### config.mk
export PLATFORM = sky130hd
export DESIGN_NAME = external_interrupt_sensitivity
export DESIGN_NICKNAME = d
export VERILOG_FILES = /design/src/verilog/ext_irq_pkg.sv /design/src/verilog/group_if.sv /design/src/verilog/external_interrupt_sensitivity.sv /design/src/verilog/group_detect.sv
export SDC_FILE = /design/constraint.sdc
export NUM_CORES = 1
export LEC_CHECK = 0
export ABC_AREA = 1
export BUFFER_PORTS_ARGS = -buffer_cell sky130_fd_sc_hd__buf_2
export CAP_MARGIN = 20
export CORE_UTILIZATION = 46
export DETAILED_ROUTE_END_ITERATION = 10
export PLACE_DENSITY = 0.76
export SYNTH_ARGS = -nofsm -noshare
export SYNTH_HDL_FRONTEND = slang
export SYNTH_SLANG_ARGS = --single-unit
### constraint.sdc
create_clock -name pclk -period 1.5 [get_ports pclk]
set_clock_uncertainty 0.05 [all_clocks]
set_input_delay 0.225 -clock pclk [delete_from_list [all_inputs] [get_ports pclk]]
set_output_delay 0.225 -clock pclk [all_outputs]
set_load 0.05 [all_outputs]
### src/verilog/ext_irq_pkg.sv
// Constants and types shared by the external interrupt sensitivity block
// How it works
// - Four groups, each with its own trigger
// - Codes: 00 fall+low, 01 rise, 10 fall, 11 both
// - Group fields at bits 7:6, 5:4, 3:2, 1:0
// - Trigger fields written only at mask level 3
// - Changing a group's field clears its pending
// - Both control registers read/write, reset to zero
// - Bit 1 picks priority pin edge: 0 fall
// - Edge bit writable only while enable is clear
// - Bit 0 enables the priority pin interrupt
// - Clearing enable may raise a spurious request
// - Groups gather ports A, B, C, D pins
// - Level 3 means both mask bits are one
// - Group zero shares vector two with wake-up
package ext_irq_pkg;

	// Register indices; byte address is four times the index
	localparam logic [9:0]  IDX_SENS   = 10'h029;
	localparam logic [9:0]  IDX_TOP    = 10'h02A;
	localparam logic [9:0]  IDX_STATUS = 10'h02B;
	localparam logic [9:0]  IDX_MASK   = 10'h02C;
	localparam logic [11:0] ADDR_SENS   = {IDX_SENS, 2'b00};
	localparam logic [11:0] ADDR_TOP    = {IDX_TOP, 2'b00};
	localparam logic [11:0] ADDR_STATUS = {IDX_STATUS, 2'b00};
	localparam logic [11:0] ADDR_MASK   = {IDX_MASK, 2'b00};

	// Reset values
	localparam logic [7:0]  RST_SENS = 8'h00;
	localparam logic [7:0]  RST_TOP  = 8'h00;
	localparam logic [4:0]  RST_FLAG = 5'h00;

	// Field positions in the top level control register
	localparam int TOP_EN_BIT  = 0;
	localparam int TOP_SEL_BIT = 1;

	// Field width and count of groups
	localparam int GROUPS    = 4;
	localparam int SEL_W     = 2;
	localparam int STAT_PRIO = 4;

	// Pins present in each group, one bit per pin slot
	localparam logic [7:0] GROUP_PINS [GROUPS] = '{8'hFF, 8'h3F, 8'h06, 8'hD3};

	// Vector that serves group zero and halt wake-up
	localparam logic [3:0] VEC_GROUP0 = 4'h2;

	// Trigger codes of a group field
	typedef enum logic [1:0] {
		TRIG_FALL_LOW = 2'b00,
		TRIG_RISE     = 2'b01,
		TRIG_FALL     = 2'b10,
		TRIG_BOTH     = 2'b11
	} trig_type;

endpackage

### src/verilog/group_if.sv
// Interface between the top and one group detector
interface group_if;
	logic [7:0] pins;    // Synchronised pin levels
	logic [7:0] pin_en;  // Pins enabled for interrupts
	logic [1:0] sel;     // Trigger code
	logic       clr;     // Clear pending pulse
	logic       req;     // Request toward the controller
	logic       evt;     // Selected event seen this cycle

	modport ctrl (output pins, output pin_en, output sel, output clr, input req, input evt);
	modport det  (input pins, input pin_en, input sel, input clr, output req, output evt);
endinterface

### src/verilog/external_interrupt_sensitivity.sv
// External interrupt sensitivity control with APB registers
//
// Added by the designer: the APB slave port.
module external_interrupt_sensitivity
	import ext_irq_pkg::*;
(
	// APB slave
	input  wire logic        pclk,
	input  wire logic        presetn,
	input  wire logic        psel,
	input  wire logic        penable,
	input  wire logic        pwrite,
	input  wire logic [11:0] paddr,
	input  wire logic [31:0] pwdata,
	input  wire logic [3:0]  pstrb,
	output logic      [31:0] prdata,
	output logic             pready,
	output logic             pslverr,
	// Port pins, asynchronous
	input  wire logic [7:0]  port_a_pins,
	input  wire logic [5:0]  port_b_pins,
	input  wire logic [2:1]  port_c_pins,
	input  wire logic [7:0]  port_d_pins,
	input  wire logic        priority_pin,
	// Per pin interrupt enables from port logic
	input  wire logic [7:0]  port_a_irq_en,
	input  wire logic [5:0]  port_b_irq_en,
	input  wire logic [2:1]  port_c_irq_en,
	input  wire logic [7:0]  port_d_irq_en,
	// Processor core
	input  wire logic        irq_mask_high_bit,
	input  wire logic        irq_mask_low_bit,
	input  wire logic        halt_auto_wakeup,
	input  wire logic [3:0]  group_ack,
	input  wire logic        priority_ack,
	// Requests to the nested controller
	output logic             ext_source_group0,
	output logic             ext_source_group1,
	output logic             ext_source_group2,
	output logic             ext_source_group3,
	output logic             vector2_request,
	output logic             priority_pin_interrupt,
	output logic             irq
);

	// Top level state; the group detectors keep their own
	typedef struct packed {
		logic [32:0] sync1;   // First synchroniser stage
		logic [32:0] sync2;   // Second synchroniser stage
		logic [7:0]  sens;    // Group trigger fields
		logic        tl_sel;  // Priority pin edge
		logic        tl_en;   // Priority pin enable
		logic        tl_prev; // Last priority pin level
		logic        tl_pend; // Priority pin request
		logic [3:0]  reqp;    // Last group requests
		logic [4:0]  status;  // Sticky event flags
		logic [4:0]  mask;    // Interrupt mask
		logic [31:0] rdata;   // Read data
	} top_state_type;

	top_state_type s_q;
	top_state_type s_d;

	group_if gif [GROUPS] ();

	logic [32:0] raw;          // Pins as gathered per group
	logic [31:0] raw_en;       // Enables as gathered per group
	logic        lvl3;         // Interrupts disabled at level 3
	logic        setup;        // APB setup cycle
	logic        access;       // APB access cycle
	logic        hit;          // Mapped address
	logic        wr_sens;      // Write to trigger fields
	logic        wr_sens_ok;   // Such a write is allowed
	logic        wr_top;       // Write to top level control
	logic        rd_stat;      // Completed status read
	logic        wr_mask;      // Write to mask
	logic [3:0]  req;          // Group requests
	logic [3:0]  change;       // Field changed by a write
	logic        tl_pin;       // Synchronised priority pin
	logic        tl_evt;       // Selected priority pin edge
	logic        tl_spur;      // Request on disable
	logic [4:0]  set;          // New status events
	logic [31:0] rmux;         // Read multiplexer

	// Gather pins and enables into fixed eight bit slots
	assign raw = {priority_pin,
		port_d_pins,
		5'h1F, port_c_pins, 1'b1,
		2'h3, port_b_pins,
		port_a_pins};
	assign raw_en = {port_d_irq_en,
		5'h00, port_c_irq_en, 1'b0,
		2'h0, port_b_irq_en,
		port_a_irq_en};

	// Level 3 needs both mask bits set
	assign lvl3 = irq_mask_high_bit & irq_mask_low_bit;

	// APB decode
	assign setup   = psel & ~penable;
	assign access  = psel & penable;
	assign hit     = (paddr == ADDR_SENS) | (paddr == ADDR_TOP) |
		(paddr == ADDR_STATUS) | (paddr == ADDR_MASK);
	assign wr_sens = access & pwrite & pstrb[0] & (paddr == ADDR_SENS);
	// Writes outside level 3 are dropped silently
	assign wr_sens_ok = wr_sens & lvl3;
	assign wr_top  = access & pwrite & pstrb[0] & (paddr == ADDR_TOP);
	assign wr_mask = access & pwrite & pstrb[0] & (paddr == ADDR_MASK);
	assign rd_stat = access & ~pwrite & (paddr == ADDR_STATUS);

	// Zero wait states; unmapped addresses answer with an error
	assign pready  = access;
	assign pslverr = access & ~hit;
	assign prdata  = s_q.rdata;

	// One detector per group
	for (genvar g = 0; g < GROUPS; g++) begin : grp
		assign gif[g].pins   = s_q.sync2[8*g +: 8];
		assign gif[g].pin_en = raw_en[8*g +: 8] & GROUP_PINS[g];
		assign gif[g].sel    = s_q.sens[SEL_W*g +: SEL_W];
		// A different value written clears what was pending
		assign change[g] = wr_sens_ok &
			(pwdata[SEL_W*g +: SEL_W] != s_q.sens[SEL_W*g +: SEL_W]);
		assign gif[g].clr = group_ack[g] | change[g];
		assign req[g] = gif[g].req;

		group_detect u_det (
			.pclk    (pclk),
			.presetn (presetn),
			.gi      (gif[g])
		);
	end

	// Priority pin edge detection
	assign tl_pin = s_q.sync2[32];
	assign tl_evt = s_q.tl_en &
		(s_q.tl_sel ? (tl_pin & ~s_q.tl_prev) : (~tl_pin & s_q.tl_prev));
	// Dropping the enable while the pin rests past its edge fires once
	assign tl_spur = wr_top & s_q.tl_en & ~pwdata[TOP_EN_BIT] &
		(tl_pin == s_q.tl_sel);

	// Status events: a rising group request or a new priority request
	assign set = {tl_evt | tl_spur, req & ~s_q.reqp};

	// Read multiplexer; reserved bits read as zero
	always_comb begin
		case (paddr)
			ADDR_SENS:   rmux = {24'h000000, s_q.sens};
			ADDR_TOP:    rmux = {30'h00000000, s_q.tl_sel, s_q.tl_en};
			ADDR_STATUS: rmux = {27'h0000000, s_q.status};
			ADDR_MASK:   rmux = {27'h0000000, s_q.mask};
			default:     rmux = 32'h00000000;
		endcase
	end

	// Next state
	always_comb begin
		s_d = s_q;
		// Two stage synchroniser, second stage alone is read
		s_d.sync1   = raw;
		s_d.sync2   = s_q.sync1;
		s_d.tl_prev = tl_pin;
		s_d.reqp    = req;
		// Trigger fields
		if (wr_sens_ok) begin
			s_d.sens = pwdata[7:0];
		end
		// Top level control
		if (wr_top) begin
			s_d.tl_en = pwdata[TOP_EN_BIT];
			if (!s_q.tl_en) begin
				s_d.tl_sel = pwdata[TOP_SEL_BIT];
			end
		end
		// Priority request, a new edge beats the acknowledge
		s_d.tl_pend = tl_evt | tl_spur | (s_q.tl_pend & ~priority_ack);
		// Mask register
		if (wr_mask) begin
			s_d.mask = pwdata[4:0];
		end
		// Only flags already returned are cleared, so a late event survives
		s_d.status = set | (s_q.status & ~(rd_stat ? s_q.rdata[4:0] : 5'h00));
		// Read data captured in the setup cycle
		if (setup && !pwrite) begin
			s_d.rdata = rmux;
		end
	end

	// State register; synchronisers idle high like pulled-up pins
	always_ff @(posedge pclk or negedge presetn) begin
		if (!presetn) begin
			s_q.sync1   <= {33{1'b1}};
			s_q.sync2   <= {33{1'b1}};
			s_q.sens    <= RST_SENS;
			s_q.tl_sel  <= RST_TOP[TOP_SEL_BIT];
			s_q.tl_en   <= RST_TOP[TOP_EN_BIT];
			s_q.tl_prev <= 1'b1;
			s_q.tl_pend <= 1'b0;
			s_q.reqp    <= 4'h0;
			s_q.status  <= RST_FLAG;
			s_q.mask    <= RST_FLAG;
			s_q.rdata   <= 32'h00000000;
		end else begin
			s_q <= s_d;
		end
	end

	// Requests toward the nested controller
	assign ext_source_group0 = req[0];
	assign ext_source_group1 = req[1];
	assign ext_source_group2 = req[2];
	assign ext_source_group3 = req[3];
	// Group zero and halt wake-up share vector VEC_GROUP0
	assign vector2_request = req[0] | halt_auto_wakeup;
	assign priority_pin_interrupt = s_q.tl_pend;
	assign irq = |(s_q.status & s_q.mask);
endmodule

### src/verilog/group_detect.sv
// Edge and level detector for one external interrupt group
module group_detect
	import ext_irq_pkg::*;
(
	// Clock and reset
	input wire logic pclk,
	input wire logic presetn,
	// Group link
	group_if.det     gi
);

	// Detector state
	typedef struct packed {
		logic [7:0] prev;  // Last pin levels
		logic       pend;  // Latched request
	} det_state_type;

	det_state_type s_q;
	det_state_type s_d;
	logic [7:0]    fall;  // Falling edges on enabled pins
	logic [7:0]    rise;  // Rising edges on enabled pins
	logic          low;   // Some enabled pin low

	// Edge finding and trigger selection
	always_comb begin
		s_d      = s_q;
		fall     = s_q.prev & ~gi.pins & gi.pin_en;
		rise     = ~s_q.prev & gi.pins & gi.pin_en;
		low      = |(~gi.pins & gi.pin_en);
		s_d.prev = gi.pins;
		case (trig_type'(gi.sel))
			TRIG_FALL_LOW: gi.evt = |fall;
			TRIG_RISE:     gi.evt = |rise;
			TRIG_FALL:     gi.evt = |fall;
			TRIG_BOTH:     gi.evt = |(fall | rise);
			default:       gi.evt = 1'b0;
		endcase
		// A new event beats a clear in the same cycle
		s_d.pend = gi.evt | (s_q.pend & ~gi.clr);
		// Level mode holds the request while a pin sits low
		gi.req = s_q.pend | ((gi.sel == TRIG_FALL_LOW) & low);
	end

	// State register; prev idles high like a pulled-up pin
	always_ff @(posedge pclk or negedge presetn) begin
		if (!presetn) begin
			s_q <= '{prev: 8'hFF, pend: 1'b0};
		end else begin
			s_q <= s_d;
		end
	end
endmodule

Word-level counts from Yosys, hierarchy flattened
Cells that the tools add are included.
Widths: inputs -> output; s select.
{ "op_classes": {"reduce_logical": 28, "muxes": 7, "n_eq_ne": 21, "bitwise_logic": 99} }
{ "ops": {"columns": ["op", "count"], "rows": [
  ["$reduce_or 8->1", 16],
  ["$and 8x8->8", 14],
  ["$not 8->8", 8],
  ["$eq 12x8->1 const B", 4],
  ["$or 8x8->8", 4],
  ["$pmux 8 s4", 1],
  ["$and 1x1->1", 31],
  ["$and 8x3->8", 3],
  ["$and 8x6->8", 3],
  ["$or 1x1->1", 18],
  ["$eq 2x2->1 const B", 8],
  ["$not 1->1", 12],
  ["$pmux 1 s3", 4],
  ["$and 5x5->5", 2],
  ["$eq 2x1->1 const B", 4],
  ["$logic_not 2->1", 4],
  ["$ne 2x2->1", 4],
  ["$reduce_or 2->1", 4],
  ["$mux 5", 1],
  ["$not 5->5", 1],
  ["$or 5x5->5", 1],
  ["$reduce_or 5->1", 1],
  ["$and 4x4->4", 1],
  ["$not 4->4", 1],
  ["other kinds (5)", 5]
]} }
{ "word_totals": {"out_inout_bits": 41, "inputBits": 110, "reg_bits": 136, "elab_cells": 174} }

Depth between registers and ports, before layout
{ "logic_depth": {"ltp_word": 10, "ltp_mapped": 9, "depth_no_buf": 9} }

Modules after synthesis
From an unflattened synthesis, not the netlist that was laid out.
{ "unflattened": {"cells_unflattened": 610, "hier_area_um2": 5507.8} }
{ "modules_own_cells": {"columns": ["mod", "n_inst", "area_each_um2", "cells_per_inst"], "rows": [
  ["external_interrupt_sensitivity", 1, 3405.8, 322],
  ["group_detect", 4, 525.5, 72]
]} }

Worst setup path before layout
No wires, ideal clock.
{ "synth_path": {"path_type": "register -> output", "start": "register s_q, in the netlist gif[0].pins[2]", "end": "output vector2_request", "slack_ns": -0.478, "n_path_buf": 0, "arrival_ns": 1.703, "required_ns": 1.225, "path_stages_with_launch": 7, "path_cell_list": "dfstp_2 -> inv_1 -> nand2_1 -> nand4_1 -> o21ai_0 -> nand2_1 -> or2_2"} }
{ "synth_via": {"elab_chain_len": 6} }
{ "synth_lines": {"columns": ["item", "line_no", "text"], "rows": [
  ["start, declared", "external_interrupt_sensitivity.sv:61", "top_state_type s_q;"],
  ["$not 8->8", "group_detect.sv:29", "low = |(~gi.pins & gi.pin_en);"],
  ["$and 8x8->8", "group_detect.sv:29", null],
  ["$reduce_or 8->1", "group_detect.sv:29", null],
  ["$and 1x1->1", "group_detect.sv:41", "gi.req = s_q.pend | ((gi.sel == TRIG_FALL_LOW) & low);"],
  ["$or 1x1->1", "group_detect.sv:41", null],
  ["net ext_source_group0", "external_interrupt_sensitivity.sv:37", "output logic ext_source_group0,"],
  ["$or 1x1->1", "external_interrupt_sensitivity.sv:214", "assign vector2_request = req[0] | halt_auto_wakeup;"],
  ["end, declared", "external_interrupt_sensitivity.sv:41", "output logic vector2_request,"]
]} }
The timed path passes the listed nets, and every way through them passes these cells.

Worst setup path after layout
{ "layout_path": {"start": "register s_q, in the netlist gif[0].pins[3]", "end": "output vector2_request"} }
{ "layout_via": {"elab_chain_len": 6} }
{ "layout_lines": {"columns": ["item", "line_no"], "rows": [
  ["$not 8->8", "group_detect.sv:29"],
  ["$and 8x8->8", "group_detect.sv:29"],
  ["$reduce_or 8->1", "group_detect.sv:29"],
  ["$and 1x1->1", "group_detect.sv:41"],
  ["$or 1x1->1", "group_detect.sv:41"],
  ["$or 1x1->1", "external_interrupt_sensitivity.sv:214"]
]} }
Every way passes these cells.

==> impl_metrics.env <==
export IMPL_status="complete, but fails checks"
export IMPL_area_delta_synth_final_pct=30.72
export IMPL_instances_no_fill=808
export IMPL_reg2reg_to="s_q[37]"
export IMPL_power_frac_clock_pct=32.2
export IMPL_synthDistinctLibCells=34
export IMPL_cp_max_fo=2
export IMPL_hold_depth=4
export IMPL_end_kind="output port"
export IMPL_violations="negative setup slack"
export IMPL_rsz0062_at_grt="true"
export IMPL_internal_power_uw=4098
export IMPL_rr_worst_depth=9
export IMPL_arrival_ns=1.82
export IMPL_pwr_share_seq_pct=53.5
export IMPL_gr_usage_all_layers_pct=20.56
export IMPL_hp_class="primary input to flip-flop"
export IMPL_worstSetupStartpointType="flip-flop"
export IMPL_coreArea_sq_mm=0.009774
export IMPL_power_density_mw_per_mm2=939.5
export IMPL_p_sw_uw=1589
export IMPL_r2r_start="gif[0].pins[3]"
export IMPL_yosysTopAreaCellShare_pct=37.45
export IMPL_min_period_over_period_pct=139.7
export IMPL_die_w_um=102.3
export IMPL_synth_area_leader_cell="dfstp_2"
export IMPL_synth_warnings=0
export IMPL_portBuffers=93
export IMPL_design_die_area_sq_mm=0.01047
export IMPL_htree_levels=3
export IMPL_cts_sinks=103
export IMPL_die_y_um=102.3
export IMPL_antenna_found_initial=1
export IMPL_min_to="priority_pin_interrupt"
export IMPL_tritoncts="done"
export IMPL_syn_area_sq_mm=0.004631
export IMPL_ys_seq_area_share_pct=57.44
export IMPL_cts_buffers=9
export IMPL_power_share_switching_pct=27.95
export IMPL_hpwl_mm=7.232
export IMPL_wl_per_cell_um=12.56
export IMPL_max_freq_mhz=477.2
export IMPL_pwr_share_comb_pct=14.3
export IMPL_leakage_uw=0.003019
export IMPL_grt_max_degree=37
export IMPL_total_power_uw=5687
export IMPL_setup_ws_ns=-0.5955
export IMPL_min_delay_start="priority_ack"
export IMPL_dr_total_vias=3836
export IMPL_fin_crit_ns=2.095
export IMPL_clockBufferDepth=2
export IMPL_gp_congestion=0.8587
export IMPL_ant_nets=0
export IMPL_core_rowCount=36
export IMPL_synth_async_sr_flop_share_pct=100.0
export IMPL_whs_ns=0.02608
export IMPL_clkTransAtPathRegs_ns=0.11
export IMPL_clock_latency_ns=0.37
export IMPL_hold_viol_final=0
export IMPL_synth_edf_count=0
export IMPL_drive_gt1_share_pct=41.78
export IMPL_ir_drop_v=0.0007241
export IMPL_grt_pass1_wl_mm=16.36
export IMPL_r2r_slack_ns=-0.04
export IMPL_synth_area_top_cells="dfstp_2 37%, dfrtp_1 20%, nand2_1 9.8%"
export IMPL_grt_pass1_vias=3715
export IMPL_overflow=0
export IMPL_drt_pass1_iter_count=4
export IMPL_io_pins=151
export IMPL_final_nets=780
export IMPL_seqCellArea_sq_mm=0.002660
export IMPL_cts_root_buf="clkbuf_8"
export IMPL_multi_input_area_sq_mm=0.001604
export IMPL_nFillCells=806
export IMPL_viasPerCell=4.748
export IMPL_synthFlopType="dfstp_2"
export IMPL_start_util_pct=47.38
export IMPL_netlist_instances=510
export IMPL_ys_ff_latch=103
export IMPL_drv_slew=0
export IMPL_dp_cells=746
export IMPL_finalSetupViolCount=7
export IMPL_drv_cap=0
export IMPL_drc_errors=0
export IMPL_crit_required_ns=1.22
export IMPL_diodes=0
export IMPL_drt_total_wl_mm=10.15
export IMPL_drtIter0Drc=162
export IMPL_criticalPathCategory="flip-flop to output port"
export IMPL_synth_area_per_cell_sq_um=9.080
==> cell families (layout without fill, tap and decap cells) <==
| logic type | count (synthesis) | count (layout) | synth area share (%) |
|---|---|---|---|
| compound gates | 59 | 59 | 7.674 |
| buf+inv | 111 | 253 | 11.78 |
| xor+xnor | 1 | 1 | 0.1892 |
| other cells | 1 | 24 | 0.08098 |
| flops | 103 | 103 | 57.44 |
| simple gates | 235 | 235 | 22.83 |
==> power groups by stage <==
stage,Clock [uW],Combinational [uW],Sequential (uW)
finish,1830,812,3040
global placement,0,648,3080
global route,2000,897,3060
floorplan,0,433,3080
CTS,1880,782,3040
detailed placement,0,671,3090
==> layout make-up <==
type | count | area share (%)
clock inverters | 7 | 1.426
well taps | 133 | 2.749
flip-flops and latches | 103 | 43.94
clock buffers | 9 | 2.046
repair buffers | 160 | 18.56
multi-input cells | 319 | 26.50
inverters | 77 | 4.775
==> placed cells by master, fill, tap and decap left out, types with 6 or more instances in the layout <==
| cell type | instances |
|---|---|
| nand2_1 | 105 |
| buf_2 | 85 |
| dfstp_2 | 66 |
| inv_1 | 61 |
| nand3_1 | 51 |
| buf_4 | 40 |
| dfrtp_1 | 37 |
| nor2_1 | 28 |
| conb_1 | 24 |
| dlygate4sd3_1 | 23 |
| o21ai_1 | 19 |
| inv_2 | 16 |
| nand2_2 | 16 |
| o21ai_2 | 10 |
| o21ai_0 | 10 |
| clkbuf_8 | 9 |
| nor3_1 | 8 |
| nor2_2 | 6 |
| nand4_1 | 6 |
==> cells in the mapped netlist (2+ instances only) <==
master   instances
nor2_1          31
nand2_4          2
or2_2            3
a21oi_1          5
nor2_2           4
nand3_1         53
nand2_2          2
nand4_1          6
o21ai_1         17
inv_2            5
nor3_1           8
inv_1           72
a22oi_1          4
o31ai_1          2
o21ai_2          7
dfstp_2         66
buf_4           32
dfrtp_1         37
nand2_1        121
o22ai_1          5
o21ai_0         15
==> how the worst max path moves through the flow <==
stage,to,slack (ns),start,cells past startpoint
6_report,vector2_request,-0.60,gif[0].pins[3],7
5_1_grt,vector2_request,-0.70,gif[0].pins[3],7
4_1_cts,vector2_request,-0.53,gif[0].pins[7],7
3_5_place_dp,vector2_request,-0.20,gif[0].pins[4],7
3_3_place_gp,vector2_request,-0.18,gif[0].pins[6],7
2_1_floorplan,vector2_request,-0.22,gif[0].pins[4],6
==> worst max-delay path, cell delays in order, from the launching register on <==
cell	delay, ns
dfstp_2	0.55
inv_1	0.06
nand2_1	0.07
nand4_1	0.12
o21ai_2	0.16
nand2_2	0.08
or2_4	0.25
buf_8	0.15
==> through the flow <==
stage          TNS (ns)  util [%]  worst slack (ns)  instance area [sq um]
2_1_floorplan   -0.2173         -           -0.2173                   4730
3_3_place_gp    -0.2455     54.12           -0.1758                   5290
3_5_place_dp    -0.3393     54.12           -0.2008                   5290
4_1_cts          -2.027     60.80           -0.5318                   5943
5_1_grt          -3.003     61.93           -0.7018                   6053
6_report         -2.196     61.93           -0.5955                   6053
==> state kept, by name (all words and copies together), names as in the netlist <==
register and count:
priority_pin_interrupt 1, s_d 23, s_q 17, gif.pins 21, prdata 8, grp.u_det.s_q 25, gif.sel 8
==> metal layers <==
layer  vias up  wire length, um  GRT usage, %
met5         -                0             0
met4         0              241         8.681
met3        23              506         5.130
met2       121             5233         36.24
met1      1814             4166         23.82
li1       1878                -             -
==> timing repair <==
item,CTS,global route
setup endpoints to repair,6,12
buffers inserted,18,8
pin swaps,15,16
hold buffers,23,0
resized for setup,31,29
cloned,0,0
hold endpoints to repair,54,0
No activity file was read; power rests on OpenSTA's default activity.
